==> config.mk <==
export PLATFORM = sky130hd
export DESIGN_NAME = accr_channel_regs
export DESIGN_NICKNAME = d
export VERILOG_FILES = /design/src/accr_pkg.sv /design/src/accr_channel_regs.sv /design/src/accr_phase_delay.sv
export SDC_FILE = /design/constraint.sdc
export NUM_CORES = 1
export LEC_CHECK = 0
export ABC_CLOCK_PERIOD_IN_PS = 4900
export BUFFER_PORTS_ARGS = -buffer_cell sky130_fd_sc_hd__buf_2
export CAP_MARGIN = 20
export CORE_ASPECT_RATIO = 0.8
export CORE_UTILIZATION = 56
export CTS_BUF_LIST = sky130_fd_sc_hd__clkbuf_4 sky130_fd_sc_hd__clkbuf_8
export CTS_CLUSTER_SIZE = 30
export DETAILED_ROUTE_END_ITERATION = 8
export HOLD_SLACK_MARGIN = 0.02
export PLACE_DENSITY = 0.92
export RECOVER_POWER = 25
export SLEW_MARGIN = 10
export SYNTH_ARGS = -nofsm -noshare
export SYNTH_HDL_FRONTEND = slang
export SYNTH_SLANG_ARGS = --single-unit
==> constraint.sdc <==
create_clock -name REF_CLK -period 4.9 [get_ports REF_CLK]
set_input_delay 0.735 -clock REF_CLK [delete_from_list [all_inputs] [get_ports REF_CLK]]
set_output_delay 0.735 -clock REF_CLK [all_outputs]
set_load 0.005 [all_outputs]
==> src/accr_pkg.sv <==
`default_nettype none
package accr_pkg;

  // ==========================================================================
  // Control port page and register offsets
  localparam logic [7:0] PAGE_CFG      = 8'h00;
  localparam logic [6:0] OFS_GAIN      = 7'h42;
  localparam logic [6:0] OFS_VOLUME    = 7'h43;
  localparam logic [6:0] OFS_TRIM      = 7'h44;
  localparam logic [6:0] OFS_PHASE     = 7'h45;
  localparam logic [6:0] OFS_IN3_SETUP = 7'h46;

  // ==========================================================================
  // Reset values
  localparam logic [7:0] RST_GAIN      = 8'h00;
  localparam logic [7:0] RST_VOLUME    = 8'hc9;
  localparam logic [7:0] RST_TRIM      = 8'h80;
  localparam logic [7:0] RST_PHASE     = 8'h00;
  localparam logic [7:0] RST_IN3_SETUP = 8'h00;

  // ==========================================================================
  // Writable bit masks; cleared bits are reserved and read zero
  localparam logic [7:0] MASK_GAIN      = 8'hfc;
  localparam logic [7:0] MASK_VOLUME    = 8'hff;
  localparam logic [7:0] MASK_TRIM      = 8'hf0;
  localparam logic [7:0] MASK_PHASE     = 8'hff;
  localparam logic [7:0] MASK_IN3_SETUP = 8'hfd;

  // ==========================================================================
  // Field positions
  localparam int GAIN_LSB       = 2;
  localparam int TRIM_LSB       = 4;
  localparam int IN3_KIND_BIT   = 7;
  localparam int IN3_SRC_LSB    = 5;
  localparam int IN3_COUPLE_BIT = 4;
  localparam int IN3_IMP_LSB    = 2;
  localparam int IN3_ENH_BIT    = 0;

  // ==========================================================================
  // Field codes
  localparam logic [5:0] GAIN_MAX_CODE  = 6'h2a;
  localparam logic [7:0] VOL_MUTE_CODE  = 8'h00;
  localparam logic [8:0] VOL_UNITY_CODE = 9'h0c9;
  localparam logic [4:0] TRIM_ZERO_CODE = 5'h08;
  localparam logic [1:0] SRC_ANA_DIFF   = 2'h0;
  localparam logic [1:0] SRC_ANA_SE     = 2'h1;
  localparam logic [1:0] SRC_PULSE_DENSITY_MIC = 2'h2;
  localparam logic [1:0] SRC_RESERVED   = 2'h3;
  localparam logic [1:0] IMP_RESERVED   = 2'h3;

  // ==========================================================================
  // Phase delay sequencer states
  typedef enum logic [1:0] {
    ACCR_DLY_IDLE = 2'b01,
    ACCR_DLY_WAIT = 2'b10
  } accr_dly_state_e;

endpackage
`default_nettype wire

==> src/accr_channel_regs.sv <==
// Summary of operation
// - Gain code in bits 7:2 selects 0 to 42 dB; 43-63 reserved.
// - Volume code zero mutes channel output samples completely.
// - Nonzero volume in 0.5 dB steps: 1 is -100, 201 is 0, 255 is +27.
// - Volume register at 0x43 resets to unity code 0xc9.
// - Trim nibble bits 7:4 in 0.1 dB steps, 8 is no trim.
// - Trim register at 0x44 resets to 0x80, low nibble zero.
// - Phase code delays sampling by that many modulator cycles, 0 to 255.
// - Phase code zero, the reset value, adds no sampling delay.
// - Gain register at 0x42 resets to zero, 0 dB gain.
// - Third channel input setup at 0x46, reset zero, five fields.
// - Source: 0 differential, 1 single-ended, 2 pulse density mic, 3 reserved.
// - Enable bit clear disables both; set picks enhancer or level control.
`default_nettype none
module accr_channel_regs #(
  parameter int SAMPLE_W = 32
) (
  input  wire logic                REF_CLK,
  input  wire logic                RST_N,
  input  wire logic [7:0]          CTRL_PAGE,
  input  wire logic [6:0]          CTRL_ADDR,
  input  wire logic                CTRL_WR_EN,
  input  wire logic [7:0]          CTRL_WDATA,
  input  wire logic                CTRL_RD_EN,
  output logic      [7:0]          CTRL_RDATA,
  output logic                     CTRL_HIT,
  input  wire logic                ENHANCER_SELECT,
  input  wire logic                MOD_TICK,
  input  wire logic                SAMPLE_REQ,
  output logic                     SAMPLE_GO,
  input  wire logic [SAMPLE_W-1:0] SAMPLE_IN,
  input  wire logic                SAMPLE_IN_VALID,
  output logic      [SAMPLE_W-1:0] SAMPLE_OUT,
  output logic                     SAMPLE_OUT_VALID,
  output logic      [5:0]          GAIN_DB,
  output logic                     GAIN_CODE_RESERVED,
  output logic                     VOLUME_MUTE,
  output logic signed [8:0]        VOLUME_HALF_DB,
  output logic signed [4:0]        TRIM_TENTH_DB,
  output logic      [7:0]          PHASE_DELAY_CYCLES,
  output logic                     IN3_LINE_INPUT,
  output logic                     IN3_SRC_ANALOG_DIFF,
  output logic                     IN3_SRC_ANALOG_SE,
  output logic                     IN3_SRC_PULSE_DENSITY_MIC,
  output logic                     IN3_SRC_RESERVED,
  output logic                     IN3_DC_COUPLED,
  output logic      [1:0]          IN3_IMPEDANCE,
  output logic                     IN3_RANGE_ENHANCER_EN,
  output logic                     IN3_LEVEL_CONTROL_EN
);

  // ==========================================================================
  // Masked write: only writable bits take new data
  function automatic logic [7:0] masked_write(
    input logic [7:0] wdata,
    input logic [7:0] mask
  );
    masked_write = wdata & mask;
  endfunction

  // ==========================================================================
  // Register storage
  logic [7:0] gain_r;
  logic [7:0] volume_r;
  logic [7:0] trim_r;
  logic [7:0] phase_r;
  logic [7:0] in3_setup_r;
  logic [7:0] rdata_r;
  logic [7:0] rdata_nxt;
  logic [SAMPLE_W-1:0] sample_r;
  logic                sample_valid_r;

  // ==========================================================================
  // Address decode, page 0 only
  wire page_ok;
  wire sel_gain;
  wire sel_volume;
  wire sel_trim;
  wire sel_phase;
  wire sel_in3;

  assign page_ok    = (CTRL_PAGE == accr_pkg::PAGE_CFG);
  assign sel_gain   = page_ok && (CTRL_ADDR == accr_pkg::OFS_GAIN);
  assign sel_volume = page_ok && (CTRL_ADDR == accr_pkg::OFS_VOLUME);
  assign sel_trim   = page_ok && (CTRL_ADDR == accr_pkg::OFS_TRIM);
  assign sel_phase  = page_ok && (CTRL_ADDR == accr_pkg::OFS_PHASE);
  assign sel_in3    = page_ok && (CTRL_ADDR == accr_pkg::OFS_IN3_SETUP);
  assign CTRL_HIT   = sel_gain || sel_volume || sel_trim ||
                      sel_phase || sel_in3;

  // ==========================================================================
  // Register writes with reset values
  always_ff @(posedge REF_CLK) begin
    if (!RST_N) begin
      gain_r      <= accr_pkg::RST_GAIN;
      volume_r    <= accr_pkg::RST_VOLUME;
      trim_r      <= accr_pkg::RST_TRIM;
      phase_r     <= accr_pkg::RST_PHASE;
      in3_setup_r <= accr_pkg::RST_IN3_SETUP;
    end else if (CTRL_WR_EN) begin
      if (sel_gain) begin
        gain_r <= masked_write(CTRL_WDATA, accr_pkg::MASK_GAIN);
      end
      if (sel_volume) begin
        volume_r <= masked_write(CTRL_WDATA, accr_pkg::MASK_VOLUME);
      end
      if (sel_trim) begin
        trim_r <= masked_write(CTRL_WDATA, accr_pkg::MASK_TRIM);
      end
      if (sel_phase) begin
        phase_r <= masked_write(CTRL_WDATA, accr_pkg::MASK_PHASE);
      end
      if (sel_in3) begin
        in3_setup_r <= masked_write(CTRL_WDATA,
                                    accr_pkg::MASK_IN3_SETUP);
      end
    end
  end

  // ==========================================================================
  // Read mux; unmapped addresses and other pages read zero
  always_comb begin
    rdata_nxt = 8'h00;
    if (sel_gain) begin
      rdata_nxt = gain_r;
    end else if (sel_volume) begin
      rdata_nxt = volume_r;
    end else if (sel_trim) begin
      rdata_nxt = trim_r;
    end else if (sel_phase) begin
      rdata_nxt = phase_r;
    end else if (sel_in3) begin
      rdata_nxt = in3_setup_r;
    end
  end

  // Read data register, held between reads
  always_ff @(posedge REF_CLK) begin
    if (!RST_N) begin
      rdata_r <= 8'h00;
    end else if (CTRL_RD_EN) begin
      rdata_r <= rdata_nxt;
    end
  end

  assign CTRL_RDATA = rdata_r;

  // ==========================================================================
  // Second channel gain decode
  wire [5:0] gain_code;

  assign gain_code          = gain_r[accr_pkg::GAIN_LSB +: 6];
  assign GAIN_DB            = gain_code;
  assign GAIN_CODE_RESERVED = (gain_code >
                               accr_pkg::GAIN_MAX_CODE);

  // ==========================================================================
  // Digital volume: mute flag and signed half-dB setting
  wire [8:0] volume_ext;

  assign VOLUME_MUTE    = (volume_r == accr_pkg::VOL_MUTE_CODE);
  assign volume_ext     = {1'b0, volume_r};
  assign VOLUME_HALF_DB = signed'(volume_ext -
                                  accr_pkg::VOL_UNITY_CODE);

  // ==========================================================================
  // Gain trim in signed tenths of a dB
  wire [4:0] trim_ext;

  assign trim_ext      = {1'b0, trim_r[accr_pkg::TRIM_LSB +: 4]};
  assign TRIM_TENTH_DB = signed'(trim_ext -
                                 accr_pkg::TRIM_ZERO_CODE);

  // ==========================================================================
  // Sample output path; mute forces exact zero, not an attenuation
  always_ff @(posedge REF_CLK) begin
    if (!RST_N) begin
      sample_r       <= '0;
      sample_valid_r <= 1'b0;
    end else begin
      sample_valid_r <= SAMPLE_IN_VALID;
      if (SAMPLE_IN_VALID) begin
        sample_r <= VOLUME_MUTE ? '0 : SAMPLE_IN;
      end
    end
  end

  assign SAMPLE_OUT       = sample_r;
  assign SAMPLE_OUT_VALID = sample_valid_r;

  // ==========================================================================
  // Phase calibration: delay sampling by modulator cycles
  assign PHASE_DELAY_CYCLES = phase_r;

  accr_phase_delay u_phase_delay (
    .clk        (REF_CLK),
    .rst_n      (RST_N),
    .delay_code (phase_r),
    .mod_tick   (MOD_TICK),
    .sample_req (SAMPLE_REQ),
    .sample_go  (SAMPLE_GO)
  );

  // ==========================================================================
  // Third channel input setup decode
  wire [1:0] in3_src;
  wire       in3_enh;

  assign in3_src        = in3_setup_r[accr_pkg::IN3_SRC_LSB +: 2];
  assign IN3_LINE_INPUT = in3_setup_r[accr_pkg::IN3_KIND_BIT];
  assign IN3_DC_COUPLED = in3_setup_r[accr_pkg::IN3_COUPLE_BIT];
  assign IN3_IMPEDANCE  = in3_setup_r[accr_pkg::IN3_IMP_LSB +: 2];

  // One-hot source decode
  assign IN3_SRC_ANALOG_DIFF =
    (in3_src == accr_pkg::SRC_ANA_DIFF);
  assign IN3_SRC_ANALOG_SE =
    (in3_src == accr_pkg::SRC_ANA_SE);
  assign IN3_SRC_PULSE_DENSITY_MIC =
    (in3_src == accr_pkg::SRC_PULSE_DENSITY_MIC);
  assign IN3_SRC_RESERVED =
    (in3_src == accr_pkg::SRC_RESERVED);

  // Enhancer or level control, picked by the global select
  assign in3_enh               = in3_setup_r[accr_pkg::IN3_ENH_BIT];
  assign IN3_RANGE_ENHANCER_EN = in3_enh && ENHANCER_SELECT;
  assign IN3_LEVEL_CONTROL_EN  = in3_enh && !ENHANCER_SELECT;

endmodule
`default_nettype wire

==> src/accr_phase_delay.sv <==
`default_nettype none
module accr_phase_delay (
  input  wire logic       clk,
  input  wire logic       rst_n,
  input  wire logic [7:0] delay_code,
  input  wire logic       mod_tick,
  input  wire logic       sample_req,
  output logic            sample_go
);

  // ==========================================================================
  // State and remaining modulator cycles
  accr_pkg::accr_dly_state_e state_r;
  accr_pkg::accr_dly_state_e state_nxt;
  logic [7:0]                cnt_r;
  logic [7:0]                cnt_nxt;
  wire                       zero_delay;
  wire                       last_tick;
  wire                       idle_now;

  // Zero code passes the request through, no added delay
  assign idle_now   = (state_r == accr_pkg::ACCR_DLY_IDLE);
  assign zero_delay = (delay_code == 8'h00);
  assign last_tick  = (state_r == accr_pkg::ACCR_DLY_WAIT) &&
                      mod_tick && (cnt_r == 8'h01);
  // Requests during a wait are dropped, even at code zero
  assign sample_go  = (idle_now && sample_req && zero_delay) ||
                      last_tick;

  // Next state: count one modulator cycle per tick
  always_comb begin
    state_nxt = state_r;
    cnt_nxt   = cnt_r;
    unique case (state_r)
      accr_pkg::ACCR_DLY_IDLE: begin
        if (sample_req && !zero_delay) begin
          state_nxt = accr_pkg::ACCR_DLY_WAIT;
          cnt_nxt   = delay_code;
        end
      end
      accr_pkg::ACCR_DLY_WAIT: begin
        if (mod_tick) begin
          cnt_nxt = cnt_r - 8'h01;
          if (cnt_r == 8'h01) begin
            state_nxt = accr_pkg::ACCR_DLY_IDLE;
          end
        end
      end
      default: begin
        state_nxt = accr_pkg::ACCR_DLY_IDLE;
        cnt_nxt   = 8'h00;
      end
    endcase
  end

  // State registers
  always_ff @(posedge clk) begin
    if (!rst_n) begin
      state_r <= accr_pkg::ACCR_DLY_IDLE;
      cnt_r   <= 8'h00;
    end else begin
      state_r <= state_nxt;
      cnt_r   <= cnt_nxt;
    end
  end

endmodule
`default_nettype wire

==> impl_results.rst, run 1 <==
.. list-table::
   :header-rows: 1

   * - Metric
     - Value
   * - Gate count of the mapped netlist
     - 466
   * - DP HPWL
     - 7720 um
   * - DRC violation total after the first TritonRoute iteration
     - 319
   * - DIE HEIGHT
     - 78.7 um
   * - Number of cells upsized or downsized after cts
     - 0
   * - Most common cell after layout, fill and taps aside
     - buf_2
   * - Number of rows in the core area
     - 27
   * - Type of the worst setup path
     - in -> out
   * - YS warnings
     - 0
   * - Clk_lat worst skew
     - 0.35 ns
   * - Utilization of the core after routing
     - 0.707
   * - Synthesis-to-layout area growth
     - 20.1%
   * - Antenna violation net count after detailed routing
     - 0
   * - Clock tree root buffer cell
     - clkbuf_8
   * - Number of setup violations in the final report
     - 0
   * - Buffers from clock root to sink, at most
     - 2
   * - Number of antenna repair diodes
     - 0
   * - Maximum number of pins on one net before global-route repair
     - 66
   * - Multiplexer area fraction after synthesis
     - 0.0709
   * - Antenna violations before repair
     - 0
   * - Hold Fails Final Rpt
     - 0
   * - Hold-fix buffer count after cts
     - 0
   * - Result of the run
     - finished with violations
   * - Arrival time at the worst endpoint
     - 2.39 ns
   * - Post-layout total power
     - 1230 uW
   * - Fraction of registers with async set/reset
     - 0
   * - First-pass GRT wire length
     - 17000 um
   * - Die outline area
     - 0.00769 mm^2
   * - Relative slew slack
     - -0.337
   * - Per-cell via count in the routed design
     - 5.75
   * - Complex-gate fraction of the synthesized area
     - 0.172
   * - Violated checks
     - DRC, capacitance limit, slew limit
   * - Number of buffers created by CTS
     - 9
   * - Highest fanout seen on the critical path
     - 4
   * - Width of the chip
     - 97.8 um
   * - Critical path capture point type
     - primary output
   * - Area after DPL
     - 0.00481 mm^2
   * - Port buffer count
     - 145
   * - Remaining DRCs
     - 12
   * - Buffers inserted by post-CTS timing repair
     - 0
   * - Routed length per placed instance
     - 16.0 um
   * - DRT Pass-1 Iters
     - 7
   * - Clock-pin slew on the worst setup and hold paths
     - 0.08 ns
   * - Ports
     - 146
   * - Maxcap violations
     - 1
   * - Synthesized cell area
     - 0.00411 mm^2
   * - RSZ-0062 raised after global routing
     - false
   * - Synth area leader
     - dfxtp_1
   * - Top cells by area in the synthesized netlist
     - dfxtp_1, a21boi_0, mux2i_1, nand3_1, nand2b_1
   * - Summed negative setup slack over all endpoints
     - 0 ns
   * - Share of the synthesized area in the top cell type
     - 0.409
   * - Maximum clock skew at final layout
     - 0.0125 ns
   * - Global placer's final weighted congestion
     - 0.857
   * - Adder and majority gate portion of the synthesized area
     - 0.0152
   * - Post-route cell area
     - 0.00494 mm^2
   * - Proportion of synthesized chip area in sequential cells
     - 0.409
   * - Average cell area after synthesis
     - 8.83 um^2
   * - Final Instance Count excl. Fillers
     - 679
   * - Filler Cell Count
     - 575
   * - Parity-gate share of the synthesized area counting xor and xnor cells
     - 0.0213
   * - Combinational family with the most area after synthesis
     - simple AND/OR/NAND/NOR gates
   * - Nets in the synthesized netlist
     - 534
   * - Placed cells
     - 665
   * - Number of distinct standard cells referenced by the synthesized netlist
     - 50
   * - Leakage power total
     - 0.00226 uW
   * - Global-route total usage across every layer
     - 0.279
   * - Startpoint type of the worst setup path
     - input port
   * - Fraction of final layout cells sized beyond drive strength 1
     - 0.253
   * - Number of enable flip-flop cells after synthesis
     - 0
   * - Critical Path RT
     - 4.16 ns
   * - Deepest level of the CTS H-tree
     - 3
   * - Number of synthesized register bits
     - 84
   * - Peak ir drop on the vdd network
     - 0.157 mV
   * - Worst min path class
     - reg -> reg
   * - Sink count of the clock tree
     - 84
   * - Total routed wirelength
     - 10900 um
   * - Most instantiated flip-flop cell in the synthesis netlist
     - dfxtp_1
   * - Power density normalized to cell area
     - 249 mW/mm^2
   * - Max-slew violations
     - 66
   * - CTS tree
     - built
   * - Leading cell types in the layout, fill and taps excluded
     - buf_2, dfxtp_1, nand3_1
   * - Shortest clock period the worst path allows after layout
     - 3.13 ns
   * - Period utilisation layout
     - 0.639
   * - Overall via count from detail_route
     - 3907
   * - Fraction of the mapped netlist area in simple logic gates
     - 0.262
   * - Core outline area
     - 0.00699 mm^2
   * - Remaining Overflow, GRT
     - 0
   * - Via count of the first global-routing pass
     - 3497
   * - Fmax achieved
     - 320 MHz
   * - Final layout net count
     - 657
   * - Actual transition at the worst max-transition pin
     - 2.01 ns
   * - Initial Util
     - 0.588
[stage by stage]
step | hold WS (ns) | setup slack (ns)
6_report | 0.475 | 1.77
5_1_grt | 0.504 | 1.63
4_1_cts | 0.477 | 1.77
3_5_place_dp | 0.465 | 1.77
3_3_place_gp | 0.449 | 1.81
2_1_floorplan | 0.449 | 2.12
[cell type report]
cell class / instances / area (um^2) / share of cell area
well taps: 87 / 109 / 0.0220
inverters: 12 / 45.0 / 0.00912
repair buffers: 147 / 721 / 0.146
flip-flops and latches: 84 / 1680 / 0.340
clock buffers: 9 / 124 / 0.0251
multi-input cells: 335 / 2230 / 0.451
clock inverters: 5 / 31.3 / 0.00633
[flip-flops by register name (all words and copies together) (netlist names)]
signal	count
SAMPLE_OUT_VALID	1
CTRL_RDATA	8
SAMPLE_OUT	32
in3_setup_r	7
trim_r	4
PHASE_DELAY_CYCLES	8
u_phase_delay.cnt_r	8
gain_r	6
volume_r	8
u_phase_delay.state_r	2
[cells in the mapped netlist (2+ instances only)]
| cell type | number |
|---|---|
| ha_1 | 5 |
| or4_1 | 2 |
| or3_1 | 3 |
| nor3_1 | 2 |
| o31ai_1 | 5 |
| a21boi_1 | 8 |
| nor4_1 | 5 |
| mux2i_1 | 28 |
| xnor2_1 | 4 |
| nand3_1 | 48 |
| a21oi_1 | 10 |
| dfxtp_1 | 84 |
| buf_2 | 3 |
| o221ai_1 | 2 |
| nand4b_1 | 2 |
| nand4_1 | 3 |
| or4b_1 | 2 |
| nor2_1 | 15 |
| a21o_1 | 3 |
| nor2b_1 | 29 |
| buf_4 | 6 |
| and3_1 | 3 |
| a21boi_0 | 38 |
| inv_1 | 12 |
| nand2_1 | 31 |
| a22o_1 | 4 |
| o21ai_0 | 7 |
| nand3b_1 | 2 |
| a31oi_1 | 2 |
| a311o_1 | 3 |
| and2_1 | 5 |
| xor2_1 | 6 |
| o211ai_1 | 2 |
| nand2b_1 | 37 |
| buf_1 | 3 |
| a22oi_1 | 6 |
| clkbuf_1 | 23 |
[cell families (layout without fill, tap and decap cells)]
| kind of cell | Yosys count | after routing |
|---|---|---|
| AO/OA/AOI/OAI | 97 | 97 |
| XOR/XNOR | 10 | 10 |
| adder cells (fa/ha/maj) | 5 | 5 |
| buffers and inverters | 47 | 173 |
| flip-flops | 84 | 84 |
| multiplexers | 29 | 29 |
| AND/OR/NAND/NOR | 194 | 194 |
[power by group]
group	total, uW	internal, uW	leakage (uW)	switching (uW)
clock	414	177	0.0000807	237
sequential	706	698	0.000683	7.87
combinational	110	54.1	0.00150	56.2
total	1230	928	0.00226	301
[critical path, cell delays in order]
cell	delay, ns
buf_2	0.09
or4b_1	0.63
nor4_1	0.59
o211a_1	0.24
buf_2	0.10
[per-layer routing]
metal  wire (um)  up-vias  track usage
li1            -     1866            -
met4          62        0       0.0500
met1        4510     1836        0.361
met2        5250      197        0.477
met5           0        -            0
met3        1030        8       0.0650
[path summary, 6_finish.rpt]
check | from | end | slack (ns) | depth (start not counted)
setup / recovery | CTRL_PAGE[6] | CTRL_HIT | 1.77 | 5
hold / removal | SAMPLE_OUT[25] | SAMPLE_OUT[25] | 0.47 | 2
setup reg to reg | PHASE_DELAY_CYCLES[4] | u_phase_delay.cnt_r[2] | 2.75 | 5
hold reg to reg | SAMPLE_OUT[25] | SAMPLE_OUT[25] | 0.47 | 2
(Power assumes the default switching activity.)
==> run 2, diff against run 1 <==
--- a/config.mk
+++ b/config.mk
@@ -5,16 +5,16 @@
 export SDC_FILE = /design/constraint.sdc
 export NUM_CORES = 1
 export LEC_CHECK = 0
-export ABC_CLOCK_PERIOD_IN_PS = 4900
+export ABC_CLOCK_PERIOD_IN_PS = 2580
 export BUFFER_PORTS_ARGS = -buffer_cell sky130_fd_sc_hd__buf_2
 export CAP_MARGIN = 20
 export CORE_ASPECT_RATIO = 0.8
-export CORE_UTILIZATION = 56
+export CORE_UTILIZATION = 47
 export CTS_BUF_LIST = sky130_fd_sc_hd__clkbuf_4 sky130_fd_sc_hd__clkbuf_8
 export CTS_CLUSTER_SIZE = 30
 export DETAILED_ROUTE_END_ITERATION = 8
 export HOLD_SLACK_MARGIN = 0.02
-export PLACE_DENSITY = 0.92
+export PLACE_DENSITY = 0.83
 export RECOVER_POWER = 25
 export SLEW_MARGIN = 10
 export SYNTH_ARGS = -nofsm -noshare
==> constraint.sdc (replaced) <==
create_clock -name REF_CLK -period 2.58 [get_ports REF_CLK]
set_input_delay 0.387 -clock REF_CLK [delete_from_list [all_inputs] [get_ports REF_CLK]]
set_output_delay 0.387 -clock REF_CLK [all_outputs]
set_load 0.005 [all_outputs]
==> impl_results.rst, run 2 (synthesized netlist as in run 1, its figures left out) <==
.. list-table::
   :header-rows: 1

   * - Metric
     - Value
   * - Clock tree root buffer cell
     - clkbuf_8
   * - Fmax achieved
     - 452 MHz
   * - Worst Hold Margin
     - 0.313 ns
   * - Arrival time at the worst endpoint
     - 1.83 ns
   * - Critical Path RT
     - 2.19 ns
   * - Actual transition at the worst max-transition pin
     - 0.901 ns
   * - Net Switching
     - 589 uW
   * - Ports
     - 146
   * - Buffers inserted by post-CTS timing repair
     - 0
   * - DIE HEIGHT
     - 85.7 um
   * - Max-slew violations
     - 0
   * - Maxcap violations
     - 0
   * - Clk_lat worst skew
     - 0.34 ns
   * - Global-route total usage across every layer
     - 0.236
   * - Leading cell types in the layout, fill and taps excluded
     - buf_2, dfxtp_1, nand3_1
   * - Worst min path class
     - in -> reg
   * - Max FFs per register
     - 32
   * - DRT Pass-1 Iters
     - 6
   * - Routed length per placed instance
     - 15.2 um
   * - Final layout net count
     - 661
   * - Number of cells upsized or downsized after cts
     - 0
   * - Peak ir drop on the vdd network
     - 0.245 mV
   * - Initial Util
     - 0.485
   * - Clock network fraction of design power
     - 0.398
   * - Number of setup violations in the final report
     - 0
   * - Clock-pin slew on the worst setup and hold paths
     - 0.09 ns
   * - Result of the run
     - finished with violations
   * - Maximum number of pins on one net before global-route repair
     - 66
   * - Launching point of the worst reg2reg path
     - volume_r[0]
   * - Period utilisation layout
     - 0.858
   * - Shortest clock period the worst path allows after layout
     - 2.21 ns
   * - Per-cell via count in the routed design
     - 5.46
   * - Violated checks
     - DRC
   * - Power density normalized to cell area
     - 507 mW/mm^2
   * - CTS tree
     - built
   * - RSZ-0062 raised after global routing
     - false
   * - Global placer's final weighted congestion
     - 0.858
   * - Maximum clock skew at final layout
     - 0.00845 ns
   * - Hold Fails Final Rpt
     - 0
   * - Startpoint type of the worst setup path
     - input port
   * - Core outline area
     - 0.00848 mm^2
   * - Width of the chip
     - 107 um
   * - Type of the worst setup path
     - in -> out
   * - Antenna violations before repair
     - 1
   * - Total routed wirelength
     - 10800 um
   * - Antenna violation net count after detailed routing
     - 0
   * - Port buffer count
     - 145
   * - Worst setup startpoint
     - CTRL_PAGE[6]
   * - Summed negative setup slack over all endpoints
     - 0 ns
   * - Hold path startpoint
     - SAMPLE_IN[17]
   * - Overall via count from detail_route
     - 3881
   * - Final Instance Count excl. Fillers
     - 711
   * - Placed cells
     - 694
   * - Proportion of power drawn by combinational gates
     - 0.081
   * - Share of total power consumed by net switching
     - 0.229
   * - Remaining DRCs
     - 2
   * - First-pass GRT wire length
     - 17000 um
   * - Relative slew slack
     - 0.399
   * - Leakage power total
     - 0.00228 uW
   * - Deepest level of the CTS H-tree
     - 3
   * - DP HPWL
     - 8000 um
   * - Buffers from clock root to sink, at most
     - 2
   * - Hold-fix buffer count after cts
     - 0
   * - Sink count of the clock tree
     - 84
   * - Seq pwr share
     - 0.521
   * - Number of rows in the core area
     - 30
   * - Utilization of the core after routing
     - 0.598
   * - DRC violation total after the first TritonRoute iteration
     - 218
   * - Remaining Overflow, GRT
     - 0
   * - Internal Power
     - 1980 uW
   * - Filler Cell Count
     - 782
   * - Highest fanout seen on the critical path
     - 4
   * - Number of buffers created by CTS
     - 9
   * - Die outline area
     - 0.00913 mm^2
   * - Synthesis-to-layout area growth
     - 23.3%
   * - Most common cell after layout, fill and taps aside
     - buf_2
   * - Critical path capture point type
     - primary output
   * - Via count of the first global-routing pass
     - 3592
   * - Fraction of final layout cells sized beyond drive strength 1
     - 0.246
==> run 2: cell types whose count changed in the layout (fill, tap and decap cells not counted), sizes merged <==
cell / change
buf: -6
clkinvlp: +1
diode: +1
clkbuf: +11
clkinv: -2
bufinv: +2
==> run 2: layer usage <==
| metal | GRT usage | wire length (um) |
|---|---|---|
| met5 | 0 | 0 |
| met1 | 0.313 | 4810 |
| met3 | 0.0638 | 806 |
| met2 | 0.378 | 5030 |
| met4 | 0.0697 | 153 |
==> run 2: power by group through the flow <==
stage          registers, uW  logic (uW)  clock network (uW)
2_1_floorplan           1370         101                   0
3_3_place_gp            1370         204                   0
3_5_place_dp            1370         212                   0
4_1_cts                 1340         213                1050
5_1_grt                 1340         229                1110
6_report                1340         209                1020
==> run 2: layout make-up <==
cell class	count	area (um^2)	share of cell area
diodes	1	2.50	0.000493
clock buffers	10	131	0.0259
multi-input cells	335	2230	0.440
well taps	112	140	0.0276
repair buffers	151	752	0.148
flip-flops and latches	84	1680	0.332
clock inverters	6	88.8	0.0175
inverters	12	45.0	0.00888
==> run 2: worst max-delay path, stage by stage <==
cell and delay [ns]:
buf_2 0.09, or4b_1 0.63, nor4_1 0.40, o211a_1 0.20, buf_2 0.11
==> run 2: path summary, 6_finish.rpt <==
check	to	slack [ns]	depth (start not counted)
worst max register to register	SAMPLE_OUT[5]	0.70	6
worst max-delay path	CTRL_HIT	0.37	5
worst min register to register	SAMPLE_OUT[22]	0.48	2
worst min-delay path	SAMPLE_OUT[17]	0.31	3
==> run 2: metrics by stage <==
stage	worst slack [ns]	area [um^2]	total power, uW
3_3_place_gp	0.144	4880	1570
2_1_floorplan	0.481	4110	1470
6_report	0.366	5070	2570
4_1_cts	0.355	5100	2600
5_1_grt	0.226	5070	2680
3_5_place_dp	0.114	4880	1580
